`config.mk`:
```
export PLATFORM = sky130hd
export DESIGN_NAME = readback_window_cal_store
export DESIGN_NICKNAME = d
export VERILOG_FILES = /design/src/design/rbw_pkg.sv /design/src/design/readback_window_cal_store.sv
export SDC_FILE = /design/constraint.sdc
export NUM_CORES = 1
export LEC_CHECK = 0
export ABC_AREA = 1
export ABC_CLOCK_PERIOD_IN_PS = 8650
export BUFFER_PORTS_ARGS = -buffer_cell sky130_fd_sc_hd__buf_2
export CORE_MARGIN = 2
export CORE_UTILIZATION = 60
export CTS_CLUSTER_SIZE = 40
export DETAILED_ROUTE_END_ITERATION = 8
export GPL_TIMING_DRIVEN = 0
export PLACE_DENSITY = 0.79
export RECOVER_POWER = 100
export SYNTH_ARGS = -nofsm -noshare
export SYNTH_HDL_FRONTEND = slang
export SYNTH_SLANG_ARGS = --single-unit
```
`constraint.sdc`:
```
create_clock -name aclk -period 8.65 [get_ports aclk]
set_input_delay 0.4325 -clock aclk [delete_from_list [all_inputs] [get_ports aclk]]
set_output_delay 0.4325 -clock aclk [all_outputs]
set_load 0.01 [all_outputs]
```
`src/design/rbw_pkg.sv`:
```
// package: register map, field layouts and timing for the readback window and cal store
package rbw_pkg;
  // ==========================================================
  // register byte offsets
  localparam logic [7:0] win_off      = 8'h00; // error window, hex value
  localparam logic [7:0] lead_off     = 8'h04; // max step dwell, half-ms units
  localparam logic [7:0] sample_off   = 8'h08; // raw readback sample in
  localparam logic [7:0] expect_off   = 8'h0C; // expected readback value
  localparam logic [7:0] status_off   = 8'h10; // average, error, busy
  localparam logic [7:0] step_off     = 8'h14; // list step: level + dwell
  localparam logic [7:0] level_off    = 8'h18; // applied level (read)
  localparam logic [7:0] caldata_off  = 8'h1C; // cal staging value
  localparam logic [7:0] calcmd_off   = 8'h20; // cal command
  localparam logic [7:0] calread_off  = 8'h24; // cal area readback select
  localparam logic [7:0] active_off   = 8'h28; // active cal value (read)
  // ==========================================================
  // reset values and limits
  localparam logic [7:0]  win_min   = 8'h10;
  localparam logic [7:0]  win_max   = 8'h40;
  localparam logic [7:0]  win_rst   = 8'h20;
  localparam logic [7:0]  lead_rst  = 8'h50;
  localparam int          avg_n     = 16;
  localparam int          avg_shift = 4;
  // ==========================================================
  // timing: half a millisecond in clock cycles at 100 MHz
  localparam int          clk_mhz      = 100;
  localparam int          half_ms_us   = 500;
  localparam int          half_ms_cyc  = half_ms_us * clk_mhz;
  // ==========================================================
  // cal command field positions and opcodes
  localparam int          op_lsb  = 0;
  localparam int          src_lsb = 4;
  localparam int          dst_lsb = 8;
  localparam logic [3:0]  op_save = 4'h1;
  localparam logic [3:0]  op_copy = 4'h2;
  localparam logic [3:0]  op_store_compaction = 4'h3;
  localparam int          n_areas = 6;
  typedef enum logic [2:0] {
    area_active = 3'b000, area_prev = 3'b001, area_third = 3'b010,
    area_shipped = 3'b011, area_ref = 3'b100, area_orig = 3'b101
  } area_t;
  // status field positions
  localparam int          st_err_bit  = 16;
  localparam int          st_busy_bit = 17;
  localparam int          st_zero_bit = 18;
  // list step as carried from register to sequencer
  typedef struct packed {
    logic [15:0] dwell;   // half-ms units
    logic [15:0] level;
  } step_t;
  typedef enum logic [1:0] {
    seq_idle = 2'b00, seq_drive = 2'b01, seq_zero = 2'b10
  } seq_t;
endpackage : rbw_pkg

```
`src/design/readback_window_cal_store.sv`:
```
// readback error window, leading dwell limiter and six-area cal store behind AXI4-Lite
`timescale 1ns/1ps
// Notes on behaviour
// window accepted 16..64, two hex digits, default 32
// window query returns two hex characters
// readback is average of sixteen samples
// error when readback outside expected plus/minus window
// leading setting is max dwell, half-ms units
// long step truncated, then zero volts remainder
// hex 50 means 40 ms limit
// zero insertion applies even to zero-volt steps
// six cal areas kept in storage
// copy duplicates source area into destination
// active area is the applied calibration
// save shifts active, previous, third; oldest lost
// host never copies into reference area; the copy command here still accepts area_ref as destination
// cal tables retained until store compaction
// out-of-range window rejected, previous value kept
module readback_window_cal_store #(
  parameter int half_ms_cycles = rbw_pkg::half_ms_cyc  // cycles per half millisecond
) (
  input  wire logic        aclk,          // system clock, 100 MHz
  input  wire logic        aresetn,       // synchronous reset, active low
  input  wire logic [7:0]  s_axi_awaddr,  // write address
  input  wire logic        s_axi_awvalid, // write address valid
  output logic             s_axi_awready, // write address ready
  input  wire logic [31:0] s_axi_wdata,   // write data
  input  wire logic [3:0]  s_axi_wstrb,   // write byte strobes
  input  wire logic        s_axi_wvalid,  // write data valid
  output logic             s_axi_wready,  // write data ready
  output logic [1:0]       s_axi_bresp,   // write response
  output logic             s_axi_bvalid,  // write response valid
  input  wire logic        s_axi_bready,  // write response ready
  input  wire logic [7:0]  s_axi_araddr,  // read address
  input  wire logic        s_axi_arvalid, // read address valid
  output logic             s_axi_arready, // read address ready
  output logic [31:0]      s_axi_rdata,   // read data
  output logic [1:0]       s_axi_rresp,   // read response
  output logic             s_axi_rvalid,  // read data valid
  input  wire logic        s_axi_rready,  // read data ready
  output logic [15:0]      out_level,     // level driven to output programming
  output logic             readback_err,  // readback out of window
  output logic [15:0]      active_cal     // calibration applied now
);
  // ==========================================================
  // write channel capture
  logic        aw_have_reg, w_have_reg;
  logic [7:0]  aw_addr_reg;
  logic [31:0] w_data_reg;
  logic [3:0]  w_strb_reg;
  wire         aw_take = s_axi_awvalid & s_axi_awready;
  wire         w_take  = s_axi_wvalid & s_axi_wready;
  wire         wr_go   = aw_have_reg & w_have_reg & ~s_axi_bvalid;
  wire         wr_full = &w_strb_reg;
  function automatic logic is_hit(input logic [7:0] a, input logic [7:0] off);
    is_hit = (a == off);
  endfunction : is_hit
  wire wr_win   = wr_go & wr_full & is_hit(aw_addr_reg, rbw_pkg::win_off);
  wire wr_lead  = wr_go & wr_full & is_hit(aw_addr_reg, rbw_pkg::lead_off);
  wire wr_samp  = wr_go & wr_full & is_hit(aw_addr_reg, rbw_pkg::sample_off);
  wire wr_exp   = wr_go & wr_full & is_hit(aw_addr_reg, rbw_pkg::expect_off);
  wire wr_step  = wr_go & wr_full & is_hit(aw_addr_reg, rbw_pkg::step_off);
  wire wr_cdat  = wr_go & wr_full & is_hit(aw_addr_reg, rbw_pkg::caldata_off);
  wire wr_ccmd  = wr_go & wr_full & is_hit(aw_addr_reg, rbw_pkg::calcmd_off);
  wire wr_csel  = wr_go & wr_full & is_hit(aw_addr_reg, rbw_pkg::calread_off);
  wire wr_known = wr_win | wr_lead | wr_samp | wr_exp | wr_step | wr_cdat | wr_ccmd | wr_csel;

  // channel handshake: accept each channel once, answer after both
  always_ff @(posedge aclk) begin
    if (!aresetn) begin
      aw_have_reg   <= 1'b0;
      w_have_reg    <= 1'b0;
      aw_addr_reg   <= 8'h00;
      w_data_reg    <= 32'h0000_0000;
      w_strb_reg    <= 4'h0;
      s_axi_bvalid  <= 1'b0;
      s_axi_bresp   <= 2'b00;
    end else begin
      if (aw_take) begin
        aw_have_reg <= 1'b1;
        aw_addr_reg <= s_axi_awaddr;
      end
      if (w_take) begin
        w_have_reg <= 1'b1;
        w_data_reg <= s_axi_wdata;
        w_strb_reg <= s_axi_wstrb;
      end
      if (wr_go) begin
        aw_have_reg  <= 1'b0;
        w_have_reg   <= 1'b0;
        s_axi_bvalid <= 1'b1;
        s_axi_bresp  <= wr_known ? 2'b00 : 2'b10; // partial or unmapped: slverr
      end else if (s_axi_bvalid && s_axi_bready) begin
        s_axi_bvalid <= 1'b0;
      end
    end
  end
  assign s_axi_awready = ~aw_have_reg & ~s_axi_bvalid;
  assign s_axi_wready  = ~w_have_reg & ~s_axi_bvalid;

  // ==========================================================
  // error window setting
  logic [7:0] win_reg;
  wire  [7:0] win_in = w_data_reg[7:0];
  wire        win_ok = (win_in >= rbw_pkg::win_min) && (win_in <= rbw_pkg::win_max)
                       && (w_data_reg[31:8] == 24'h00_0000);
  always_ff @(posedge aclk) begin
    if (!aresetn) win_reg <= rbw_pkg::win_rst;
    else if (wr_win && win_ok) win_reg <= win_in;
  end
  // two hex characters, upper case ascii
  function automatic logic [7:0] hex_char(input logic [3:0] n);
    hex_char = (n < 4'hA) ? (8'h30 + {4'h0, n}) : (8'h37 + {4'h0, n});
  endfunction : hex_char
  wire [15:0] win_ascii = {hex_char(win_reg[7:4]), hex_char(win_reg[3:0])};

  // ==========================================================
  // sixteen-sample averaging and window compare
  logic [19:0] acc_reg;
  logic [3:0]  cnt_reg;
  logic [15:0] avg_reg;
  logic [15:0] exp_reg;
  logic        err_reg;
  // six areas, one word each; declared here because the compare reads the active one
  logic [15:0] cal_mem [rbw_pkg::n_areas];
  wire  [19:0] acc_sum = acc_reg + {4'h0, w_data_reg[15:0]};
  always_ff @(posedge aclk) begin
    if (!aresetn) begin
      acc_reg <= 20'h0_0000;
      cnt_reg <= 4'h0;
      avg_reg <= 16'h0000;
      exp_reg <= 16'h0000;
    end else begin
      if (wr_exp) exp_reg <= w_data_reg[15:0];
      if (wr_samp) begin
        cnt_reg <= cnt_reg + 4'h1;
        if (cnt_reg == 4'(rbw_pkg::avg_n - 1)) begin
          avg_reg <= acc_sum[19:rbw_pkg::avg_shift];
          acc_reg <= 20'h0_0000;
        end else begin
          acc_reg <= acc_sum;
        end
      end
    end
  end
  // calibration offset from the active area is applied before compare
  wire [17:0] cal_rb = {2'b00, avg_reg} + {2'b00, cal_mem[0]};
  wire [17:0] hi_lim = {2'b00, exp_reg} + {10'h000, win_reg};
  wire [17:0] lo_lim = {2'b00, exp_reg} - {10'h000, win_reg};
  wire        lo_neg = ({2'b00, exp_reg} < {10'h000, win_reg});
  wire        rb_bad = (cal_rb > hi_lim) || (!lo_neg && (cal_rb < lo_lim));
  always_ff @(posedge aclk) begin
    if (!aresetn) err_reg <= 1'b0;
    else err_reg <= rb_bad;
  end

  // ==========================================================
  // leading dwell limiter sequencer
  logic [7:0]          lead_reg;
  rbw_pkg::step_t      step_reg;
  rbw_pkg::seq_t       seq_reg;
  logic [31:0]         tick_reg;
  logic [15:0]         units_reg;
  logic [15:0]         level_reg;
  wire                 tick = (tick_reg == 32'(half_ms_cycles - 1));
  wire                 long_step = step_reg.dwell > {8'h00, lead_reg};
  always_ff @(posedge aclk) begin
    if (!aresetn) lead_reg <= rbw_pkg::lead_rst;         // 0x50 x 0.5 ms = 40 ms
    else if (wr_lead) lead_reg <= w_data_reg[7:0];
  end
  // a new step write restarts the sequencer; no queueing of steps
  always_ff @(posedge aclk) begin
    if (!aresetn) begin
      seq_reg   <= rbw_pkg::seq_idle;
      step_reg  <= '0;
      tick_reg  <= 32'h0000_0000;
      units_reg <= 16'h0000;
      level_reg <= 16'h0000;
    end else if (wr_step) begin
      step_reg  <= w_data_reg;
      seq_reg   <= rbw_pkg::seq_drive;
      tick_reg  <= 32'h0000_0000;
      units_reg <= 16'h0000;
      level_reg <= w_data_reg[15:0];
    end else begin
      tick_reg <= tick ? 32'h0000_0000 : tick_reg + 32'h0000_0001;
      case (seq_reg)
        rbw_pkg::seq_idle: tick_reg <= 32'h0000_0000;
        rbw_pkg::seq_drive: if (tick) begin
          units_reg <= units_reg + 16'h0001;
          if (units_reg + 16'h0001 >= step_reg.dwell) begin
            seq_reg <= rbw_pkg::seq_idle;
          end else if (long_step && units_reg + 16'h0001 >= {8'h00, lead_reg}) begin
            seq_reg   <= rbw_pkg::seq_zero;              // even if level is zero
            level_reg <= 16'h0000;
          end
        end
        rbw_pkg::seq_zero: if (tick) begin
          units_reg <= units_reg + 16'h0001;
          if (units_reg + 16'h0001 >= step_reg.dwell) seq_reg <= rbw_pkg::seq_idle;
        end
        default: seq_reg <= rbw_pkg::seq_idle;
      endcase
    end
  end

  // ==========================================================
  // six-area calibration store
  logic [15:0] cal_stage_reg;
  logic [2:0]  cal_sel_reg;
  wire  [3:0]  cmd_op  = w_data_reg[rbw_pkg::op_lsb +: 4];
  wire  [2:0]  cmd_src = w_data_reg[rbw_pkg::src_lsb +: 3];
  wire  [2:0]  cmd_dst = w_data_reg[rbw_pkg::dst_lsb +: 3];
  wire         src_ok  = cmd_src < 3'(rbw_pkg::n_areas);
  wire         dst_ok  = cmd_dst < 3'(rbw_pkg::n_areas);
  wire         do_save = wr_ccmd && cmd_op == rbw_pkg::op_save;
  wire         do_copy = wr_ccmd && cmd_op == rbw_pkg::op_copy && src_ok && dst_ok;
  wire         do_store_compaction = wr_ccmd && cmd_op == rbw_pkg::op_store_compaction;
  genvar gi;
  generate
    for (gi = 0; gi < rbw_pkg::n_areas; gi++) begin : g_area
      always_ff @(posedge aclk) begin
        if (!aresetn) begin
          cal_mem[gi] <= 16'h0000;
        end else if (do_store_compaction) begin
          cal_mem[gi] <= 16'h0000;                       // compaction clears
        end else if (do_save && gi == int'(rbw_pkg::area_active)) begin
          cal_mem[gi] <= cal_stage_reg;
        end else if (do_save && gi == int'(rbw_pkg::area_prev)) begin
          cal_mem[gi] <= cal_mem[rbw_pkg::area_active];
        end else if (do_save && gi == int'(rbw_pkg::area_third)) begin
          cal_mem[gi] <= cal_mem[rbw_pkg::area_prev];    // old third lost
        end else if (do_copy && cmd_dst == 3'(gi)) begin
          cal_mem[gi] <= cal_mem[cmd_src];               // reference not guarded
        end
      end
    end
  endgenerate
  always_ff @(posedge aclk) begin
    if (!aresetn) begin
      cal_stage_reg <= 16'h0000;
      cal_sel_reg   <= 3'b000;
    end else begin
      if (wr_cdat) cal_stage_reg <= w_data_reg[15:0];
      if (wr_csel && w_data_reg[2:0] < 3'(rbw_pkg::n_areas)) cal_sel_reg <= w_data_reg[2:0];
    end
  end

  // ==========================================================
  // outputs, all registered
  always_ff @(posedge aclk) begin
    if (!aresetn) begin
      out_level    <= 16'h0000;
      readback_err <= 1'b0;
      active_cal   <= 16'h0000;
    end else begin
      out_level    <= level_reg;
      readback_err <= err_reg;
      active_cal   <= cal_mem[rbw_pkg::area_active];
    end
  end

  // ==========================================================
  // read channel: one-cycle answer
  wire [7:0]  ra = s_axi_araddr;
  wire [31:0] status_word = {13'h0000, seq_reg == rbw_pkg::seq_zero,
                             seq_reg != rbw_pkg::seq_idle, err_reg, avg_reg};
  wire        rd_known = is_hit(ra, rbw_pkg::win_off) | is_hit(ra, rbw_pkg::lead_off)
                       | is_hit(ra, rbw_pkg::sample_off) | is_hit(ra, rbw_pkg::expect_off)
                       | is_hit(ra, rbw_pkg::status_off) | is_hit(ra, rbw_pkg::step_off)
                       | is_hit(ra, rbw_pkg::level_off) | is_hit(ra, rbw_pkg::caldata_off)
                       | is_hit(ra, rbw_pkg::calcmd_off) | is_hit(ra, rbw_pkg::calread_off)
                       | is_hit(ra, rbw_pkg::active_off);
  wire [31:0] rd_word =
      is_hit(ra, rbw_pkg::win_off)     ? {16'h0000, win_ascii} :
      is_hit(ra, rbw_pkg::lead_off)    ? {24'h00_0000, lead_reg} :
      is_hit(ra, rbw_pkg::expect_off)  ? {16'h0000, exp_reg} :
      is_hit(ra, rbw_pkg::status_off)  ? status_word :
      is_hit(ra, rbw_pkg::step_off)    ? step_reg :
      is_hit(ra, rbw_pkg::level_off)   ? {16'h0000, level_reg} :
      is_hit(ra, rbw_pkg::caldata_off) ? {16'h0000, cal_stage_reg} :
      is_hit(ra, rbw_pkg::calread_off) ? {13'h0000, cal_sel_reg, cal_mem[cal_sel_reg]} :
      is_hit(ra, rbw_pkg::active_off)  ? {16'h0000, cal_mem[0]} : 32'h0000_0000;
  always_ff @(posedge aclk) begin
    if (!aresetn) begin
      s_axi_rvalid <= 1'b0;
      s_axi_rdata  <= 32'h0000_0000;
      s_axi_rresp  <= 2'b00;
    end else if (s_axi_arvalid && s_axi_arready) begin
      s_axi_rvalid <= 1'b1;
      s_axi_rdata  <= rd_word;
      s_axi_rresp  <= rd_known ? 2'b00 : 2'b10;
    end else if (s_axi_rvalid && s_axi_rready) begin
      s_axi_rvalid <= 1'b0;
    end
  end
  assign s_axi_arready = ~s_axi_rvalid;
endmodule : readback_window_cal_store

```
# Word-level counts from Yosys, hierarchy flattened
# Memories as Yosys holds them, arrays and structs flattened. A register that Yosys moved wholly into a read port is not among the register bits.
# Cells that the tools add are included.
# totals
reg_bits	307
elab_cells	273
output_inout_bits	74
ram_bits	96
in_bits	59
mem_count	1
# memory_table
name	words	word_bits	read_ports	rd_ports_with_merged_regs	wr	line	rtl
cal_mem	6	16	4	2	6	readback_window_cal_store.sv:125	logic [15:0] cal_mem [rbw_pkg::n_areas];
# op_classes
n_eq_ne	39
n_mux	84
reduce_logical	43
bitwise	53
n_lt_le_gt_ge	13
n_addsub	11
# op_table
op	n
two-way mux 16 bit	21
two-way mux 32 bit	5
two-way mux 19 bit	3
== test 8 x 5 -> 1 bit (second input constant)	6
== test 8 x 6 -> 1 bit (second input constant)	5
two-way mux 1 bit	40
adder 32 x 1 -> 32 bit (second input constant)	1
== test 32 x 16 -> 1 bit (second input constant)	1
== test 8 x 4 -> 1 bit (second input constant)	4
bitwise OR 1 bit	32
adder 6 x 4 -> 7 bit (first input constant)	4
zero test 24 bit	1
adder 20 x 16 -> 20 bit	1
logical AND 1 bit	20
two-way mux 20 bit	1
less-than comparator 17 x 18 -> 1 bit	1
adder 16 x 16 -> 17 bit	1
adder 16 x 8 -> 17 bit	1
greater-than comparator 17 bit	1
subtractor 16 x 8 -> 17 bit	1
adder 16 x 1 -> 16 bit (second input constant)	1
== test 8 x 3 -> 1 bit (second input constant)	2
greater-or-equal comparator 16 bit	1
greater-or-equal comparator 16 x 8 -> 1 bit	1
other kinds (37)	88

# Logic depth before layout (Yosys ltp)
# logic_depth
word_depth	14
mapped_depth	27
mapped_depth_nobuf	27

# Least setup slack after synthesis
# Ideal clock, no wire load.
# synth_timing
kind	flip-flop to flip-flop
startpoint	register win_reg[2]
endpoint	register err_reg
setup_time_ps	132
period_less_slack_ps	3092
path_buffers	1
t_arrival_ps	2960
path_slack_ps	5558
t_required_ps	8518
path_stages_with_launch	28
path_cell_list	dfxtp_1 -> inv_1 -> ha_1 -> clkbuf_1 -> a21oi_1 -> o21ai_0 -> nor2_1 -> o21ai_0 -> nand2_1 -> nand2_1 -> a21oi_1 -> xor2_1 -> ha_1 -> nand2_1 -> nor2_1 -> nand3_1 -> nand4_1 -> nand2_1 -> nand2_1 -> nor2_1 -> nor2_1 -> nand2_1 -> nand2_1 -> nand2_1 -> nand2_1 -> nand2_1 -> nand2_1 -> a21oi_1
# synth_between
elab_chain_cells	4
elab_cells_between_ends	8
cone_classes	add/sub (2); order compare (3); reduce/logical (3)
# synth_lines
element	line	rtl
start, declared	readback_window_cal_store.sv:103	logic [7:0] win_reg;
start signal, assigned	readback_window_cal_store.sv:108	if (!aresetn) win_reg <= rbw_pkg::win_rst;
start signal, assigned	readback_window_cal_store.sv:109	else if (wr_win && win_ok) win_reg <= win_in;
subtractor 16 x 8 -> 17 bit or less-than comparator 16 x 8 -> 1 bit (tied branches)	readback_window_cal_store.sv:149, readback_window_cal_store.sv:150	
less-than comparator 17 x 18 -> 1 bit or zero test 1 bit (tied branches)	readback_window_cal_store.sv:151	wire rb_bad = (cal_rb > hi_lim) || (!lo_neg && (cal_rb < lo_lim));
logical AND 1 bit	readback_window_cal_store.sv:151	
logical OR 1 bit *	readback_window_cal_store.sv:151	
end signal, assigned	readback_window_cal_store.sv:154	else err_reg <= rb_bad;
end, declared	readback_window_cal_store.sv:123	logic err_reg;
# Every way passes the cells marked *; elsewhere a longest branch is shown, timed or not.
# A chain may end at the register's enable or synchronous reset.

# Final worst setup path
# layout_timing
startpoint	register w_have_reg
endpoint	register step_reg[11] (netlist name)
# layout_between
elab_chain_cells	4
# layout_lines
element	line	rtl
start, declared	readback_window_cal_store.sv:47	logic aw_have_reg, w_have_reg;
start signal, assigned	readback_window_cal_store.sv:72	w_have_reg <= 1'b0;
start signal, assigned	readback_window_cal_store.sv:84	w_have_reg <= 1'b1;
start signal, assigned	readback_window_cal_store.sv:90	w_have_reg <= 1'b0;
bitwise AND 1 bit (2 in series)	readback_window_cal_store.sv:53	wire wr_go = aw_have_reg & w_have_reg & ~s_axi_bvalid;
bitwise AND 1 bit (2 in series)	readback_window_cal_store.sv:62	wire wr_step = wr_go & wr_full & is_hit(aw_addr_reg, rbw_pkg::step_off);
end signal, assigned	readback_window_cal_store.sv:180	step_reg <= w_data_reg;
end, declared	readback_window_cal_store.sv:160	rbw_pkg::step_t step_reg;
# No other way between the ends.

==> flow_metrics.py <==
metrics = {
    "run_status": {
        "status": "complete, but fails checks",
        "violations": "capacitance limit, slew limit",
    },
    "detailed_routing": {
        "dr.first_iter.drc_count": 2260,
        "drtPass1Iterations": 6,
        "route.detailed.vias_per_inst": 6.070,
        "drc": 0,
        "routedWlPerCell_um": 21.28,
        "postRouteAntennaNets": 0,
        "totalWireLength_um": 77130,
        "count_of_vias_placed_by_the_detailed_router": 22000,
    },
    "global_route": {
        "initial_antenna_violation_count": 2,
        "grt_max_degree": 17,
        "first_global_vias": 20890,
        "grt_overflow": 0,
        "gr-usage-all-layers": 0.3974,
        "grt_first_pass_wirelength_um": 117100,
    },
    "layout": {
        "post_synthesis_to_final_layout_area_growth_pct": 11.78,
        "register_with_the_most_flip_flops": "cal_mem",
        "largest_reg_flops": 96,
        "layout_cells_sized_above_1": 0.05388,
        "multi_input_area_um2": 10800,
        "layout.filler_cells": 3190,
        "ff_latch_area_um2": 9109,
        "finish.net_count": 3300,
    },
    "logic_synthesis": {
        "yosys_warnings": 0,
        "async_reset_ff_frac": 0,
        "synth_top_flop_cell": "dfxtp_1",
        "netlist_area_um2": 22100,
        "postSynthAreaPerCell_um2": 7.515,
        "synth-edff-count": 96,
        "synth_top_area_frac": 0.2817,
        "yosys.area.top_type": "dfxtp_1",
        "synthTopCellsByArea": "dfxtp_1 (28%), edfxtp_1 (13%), nand2_1 (8.4%), a21oi_1 (8.1%), inv_1 (6.8%)",
        "syn_inst": 2941,
        "synth-seq-cells": 407,
        "synth_cell_types": 59,
        "yosysSeqAreaShare": 0.4121,
    },
    "setup_path": {
        "path_buf_inv": 3,
        "critPathMaxFanout": 10,
        "worst_path_dominant_cell_family": "simple AND/OR/NAND/NOR gates",
        "critical_path_required_ns": 9.10,
        "critical-path-max-stage-delay_ns": 1.63,
        "r2r_setup_slack_ns": 3.66,
        "type_of_destination_of_the_critical_path": "flop",
        "worst_setup_path_start_kind": "flop",
        "worst-endpoint-arrival_ns": 5.44,
        "cp_slowest_cell": "nor4_1",
        "worst-setup-path-type": "reg2reg",
        "path_common_cell": "nor4_1",
        "crit_path_cell_chain": "nand3_1 -> nor4_1 -> clkinv_1 -> nor4_1 -> nor2_1 -> inv_1 -> clkbuf_1 -> o21ai_0",
    },
    "pwr": {
        "pwr-share-clk": 0.466,
        "power_density_nw_per_um2": 181.9,
        "power.combinational.fraction": 0.078,
        "cellInternalPower_mw": 3.350,
        "power.net_switching_mw": 1.143,
        "fin_total_pwr_mw": 4.493,
        "static-leakage-power_nw": 10.63,
        "irDropWorstVdd_mv": 0.1855,
        "power.share.switching": 0.2545,
        "power.share.sequential": 0.456,
    },
    "cts": {
        "ctsHtreeMaxLevel": 2,
        "cts_buffers": 45,
        "cts_root_buffer": "clkbuf_16",
        "cts_hold_repair.buffers": 0,
        "maximum_root_to_sink_buffer_count": 3,
        "clock-sinks": 407,
        "cts.repair.resized": 0,
        "cts.repair_timing.setup_buffer_count": 0,
        "clkTransAtPathRegs_ns": 0.06,
        "tritoncts": "yes",
        "clock_insertion_delay_worst_skew_ns": 0.59,
    },
    "sta": {
        "final.setup.tns_ns": 0,
        "report.final.setup_viol": 0,
        "fin_skew_ns": 0.02468,
        "timing.final.crit_period_ns": 4.992,
        "worstMarginPinSlew_ns": 2.039,
        "hold_viol_final": 0,
        "slew_headroom": -0.3719,
        "final_min_period_over_clock_period": 0.5772,
        "rsz0062_at_grt": "no",
        "final-max-slew-violation-count": 9,
        "max_clock_freq_mhz": 200.3,
    },
    "die": {
        "die-area_um2": 38390,
        "die_h_um": 195.9,
        "fp-row-count": 70,
        "floorplan.die.width_um": 195.9,
        "initial_core_util": 0.6066,
        "ios": 133,
        "fp.coreArea_um2": 36430,
    },
    "place": {
        "gpl.final_weighted_congestion": 0.9950,
        "half_perimeter_wire_length_after_detailed_placement_um": 60050,
        "io_buffer_count": 129,
    },
    "hold_path": {
        "hold_path.class": "in2reg",
    },
    "job": {
        "max_cap_check_violation_count": 1,
    },
}
[worst min-delay path: stages]
cell and delay (ns):
buf_2 0.07, o21ai_0 0.07, nor2_1 0.08
[final timing paths]
kind / start / end / cells past startpoint
worst max-delay path: w_have_reg / step_reg[11] / 8
worst min-delay path: s_axi_wstrb[2] / w_strb_reg[2] / 3
worst max register to register: w_have_reg / step_reg[11] / 8
worst min register to register: step_reg[4] / step_reg[4] / 2
[cells in the final DEF (no fill, tap or decap), types with 4 or more instances in the layout]
cell         n
o211ai_1    14
nor4_1      14
fa_1         4
nor2_2       4
o221ai_1     6
a21o_1       4
a221oi_1     5
nor3_1      44
a31oi_1      7
nor2_1     250
or2_2        6
nand2_1    497
a211oi_1    15
a21oi_1    357
clkbuf_16   50
clkbuf_8     8
nor3b_1      9
o311ai_0     4
o31ai_1      9
o21ai_0    291
edfxtp_1    96
bufinv_16    5
clkinv_2     8
dfxtp_1    311
buf_2       63
o21a_1       5
nand3_1    119
xor2_1      62
clkinv_1     7
inv_1      403
o2111ai_1   10
nand2_2      4
o22ai_1     49
nand4_1     53
ha_1       118
xnor2_1     10
clkbuf_1   191
[metal layers]
layer | GRT usage | vias up | part of all wire
met4 | 0.2082 | 2 | 0.057
met3 | 0.08527 | 259 | 0.11
met1 | 0.5165 | 10260 | 0.40
met5 | 0 | - | 0.00014
li1 | - | 10240 | -
met2 | 0.6249 | 1244 | 0.44
[Yosys cell counts, types with 6 or more instances]
cell type,n
a211oi_1,15
a21oi_1,357
a31oi_1,7
buf_2,17
clkbuf_1,97
dfxtp_1,311
edfxtp_1,96
ha_1,118
inv_1,401
nand2_1,495
nand2_2,6
nand3_1,115
nand4_1,52
nor2_1,248
nor3_1,41
nor3b_1,8
nor4_1,12
o2111ai_1,10
o211ai_1,14
o21ai_0,283
o21ai_1,10
o221ai_1,6
o22ai_1,49
o31ai_1,9
or2_2,6
xnor2_1,10
xor2_1,62
[cells by family after synthesis]
kind of cell	Yosys count	synth area share
AO/OA/AOI/OAI	787	0.1924
XOR/XNOR	72	0.02853
adder cells (fa/ha/maj)	122	0.07042
buffers and inverters	535	0.09301
flip-flops	407	0.4121
other	1	0.0001697
AND/OR/NAND/NOR	1017	0.2034
[power by group through the flow]
stage	Sequential (mW)	Clock [mW]	Combinational, mW
5_1_grt	2.05	2.16	0.381
4_1_cts	2.04	2.09	0.348
3_3_place_gp	2.08	0	0.337
6_report	2.05	2.10	0.351
2_1_floorplan	2.06	0	0.214
3_5_place_dp	2.08	0	0.345
[cell type report]
type                    count  area share
multi-input cells        2000      0.4373
flip-flops and latches    407      0.3687
inverters                 411     0.06244
clock buffers              64     0.05606
well taps                 468     0.02370
repair buffers            130     0.02264
plain buffers             124     0.01945
clock inverters            19    0.009521
diodes                      2   0.0002026
[through the flow]
stage	instances	utilization	setup slack (ns)	area, um^2	hold WS [ns]
finish	3625	0.6781	3.658	24710	0.1129
global route	3623	0.6780	3.589	24700	0.1269
CTS	3623	0.6852	4.913	24970	0.09974
detailed placement	3540	0.6407	4.933	23340	0.4280
global placement	3539	0.6405	4.767	23340	0.4231
floorplan	2942	-	5.558	22110	0.4071
No activity file was read; power rests on OpenSTA's default activity.
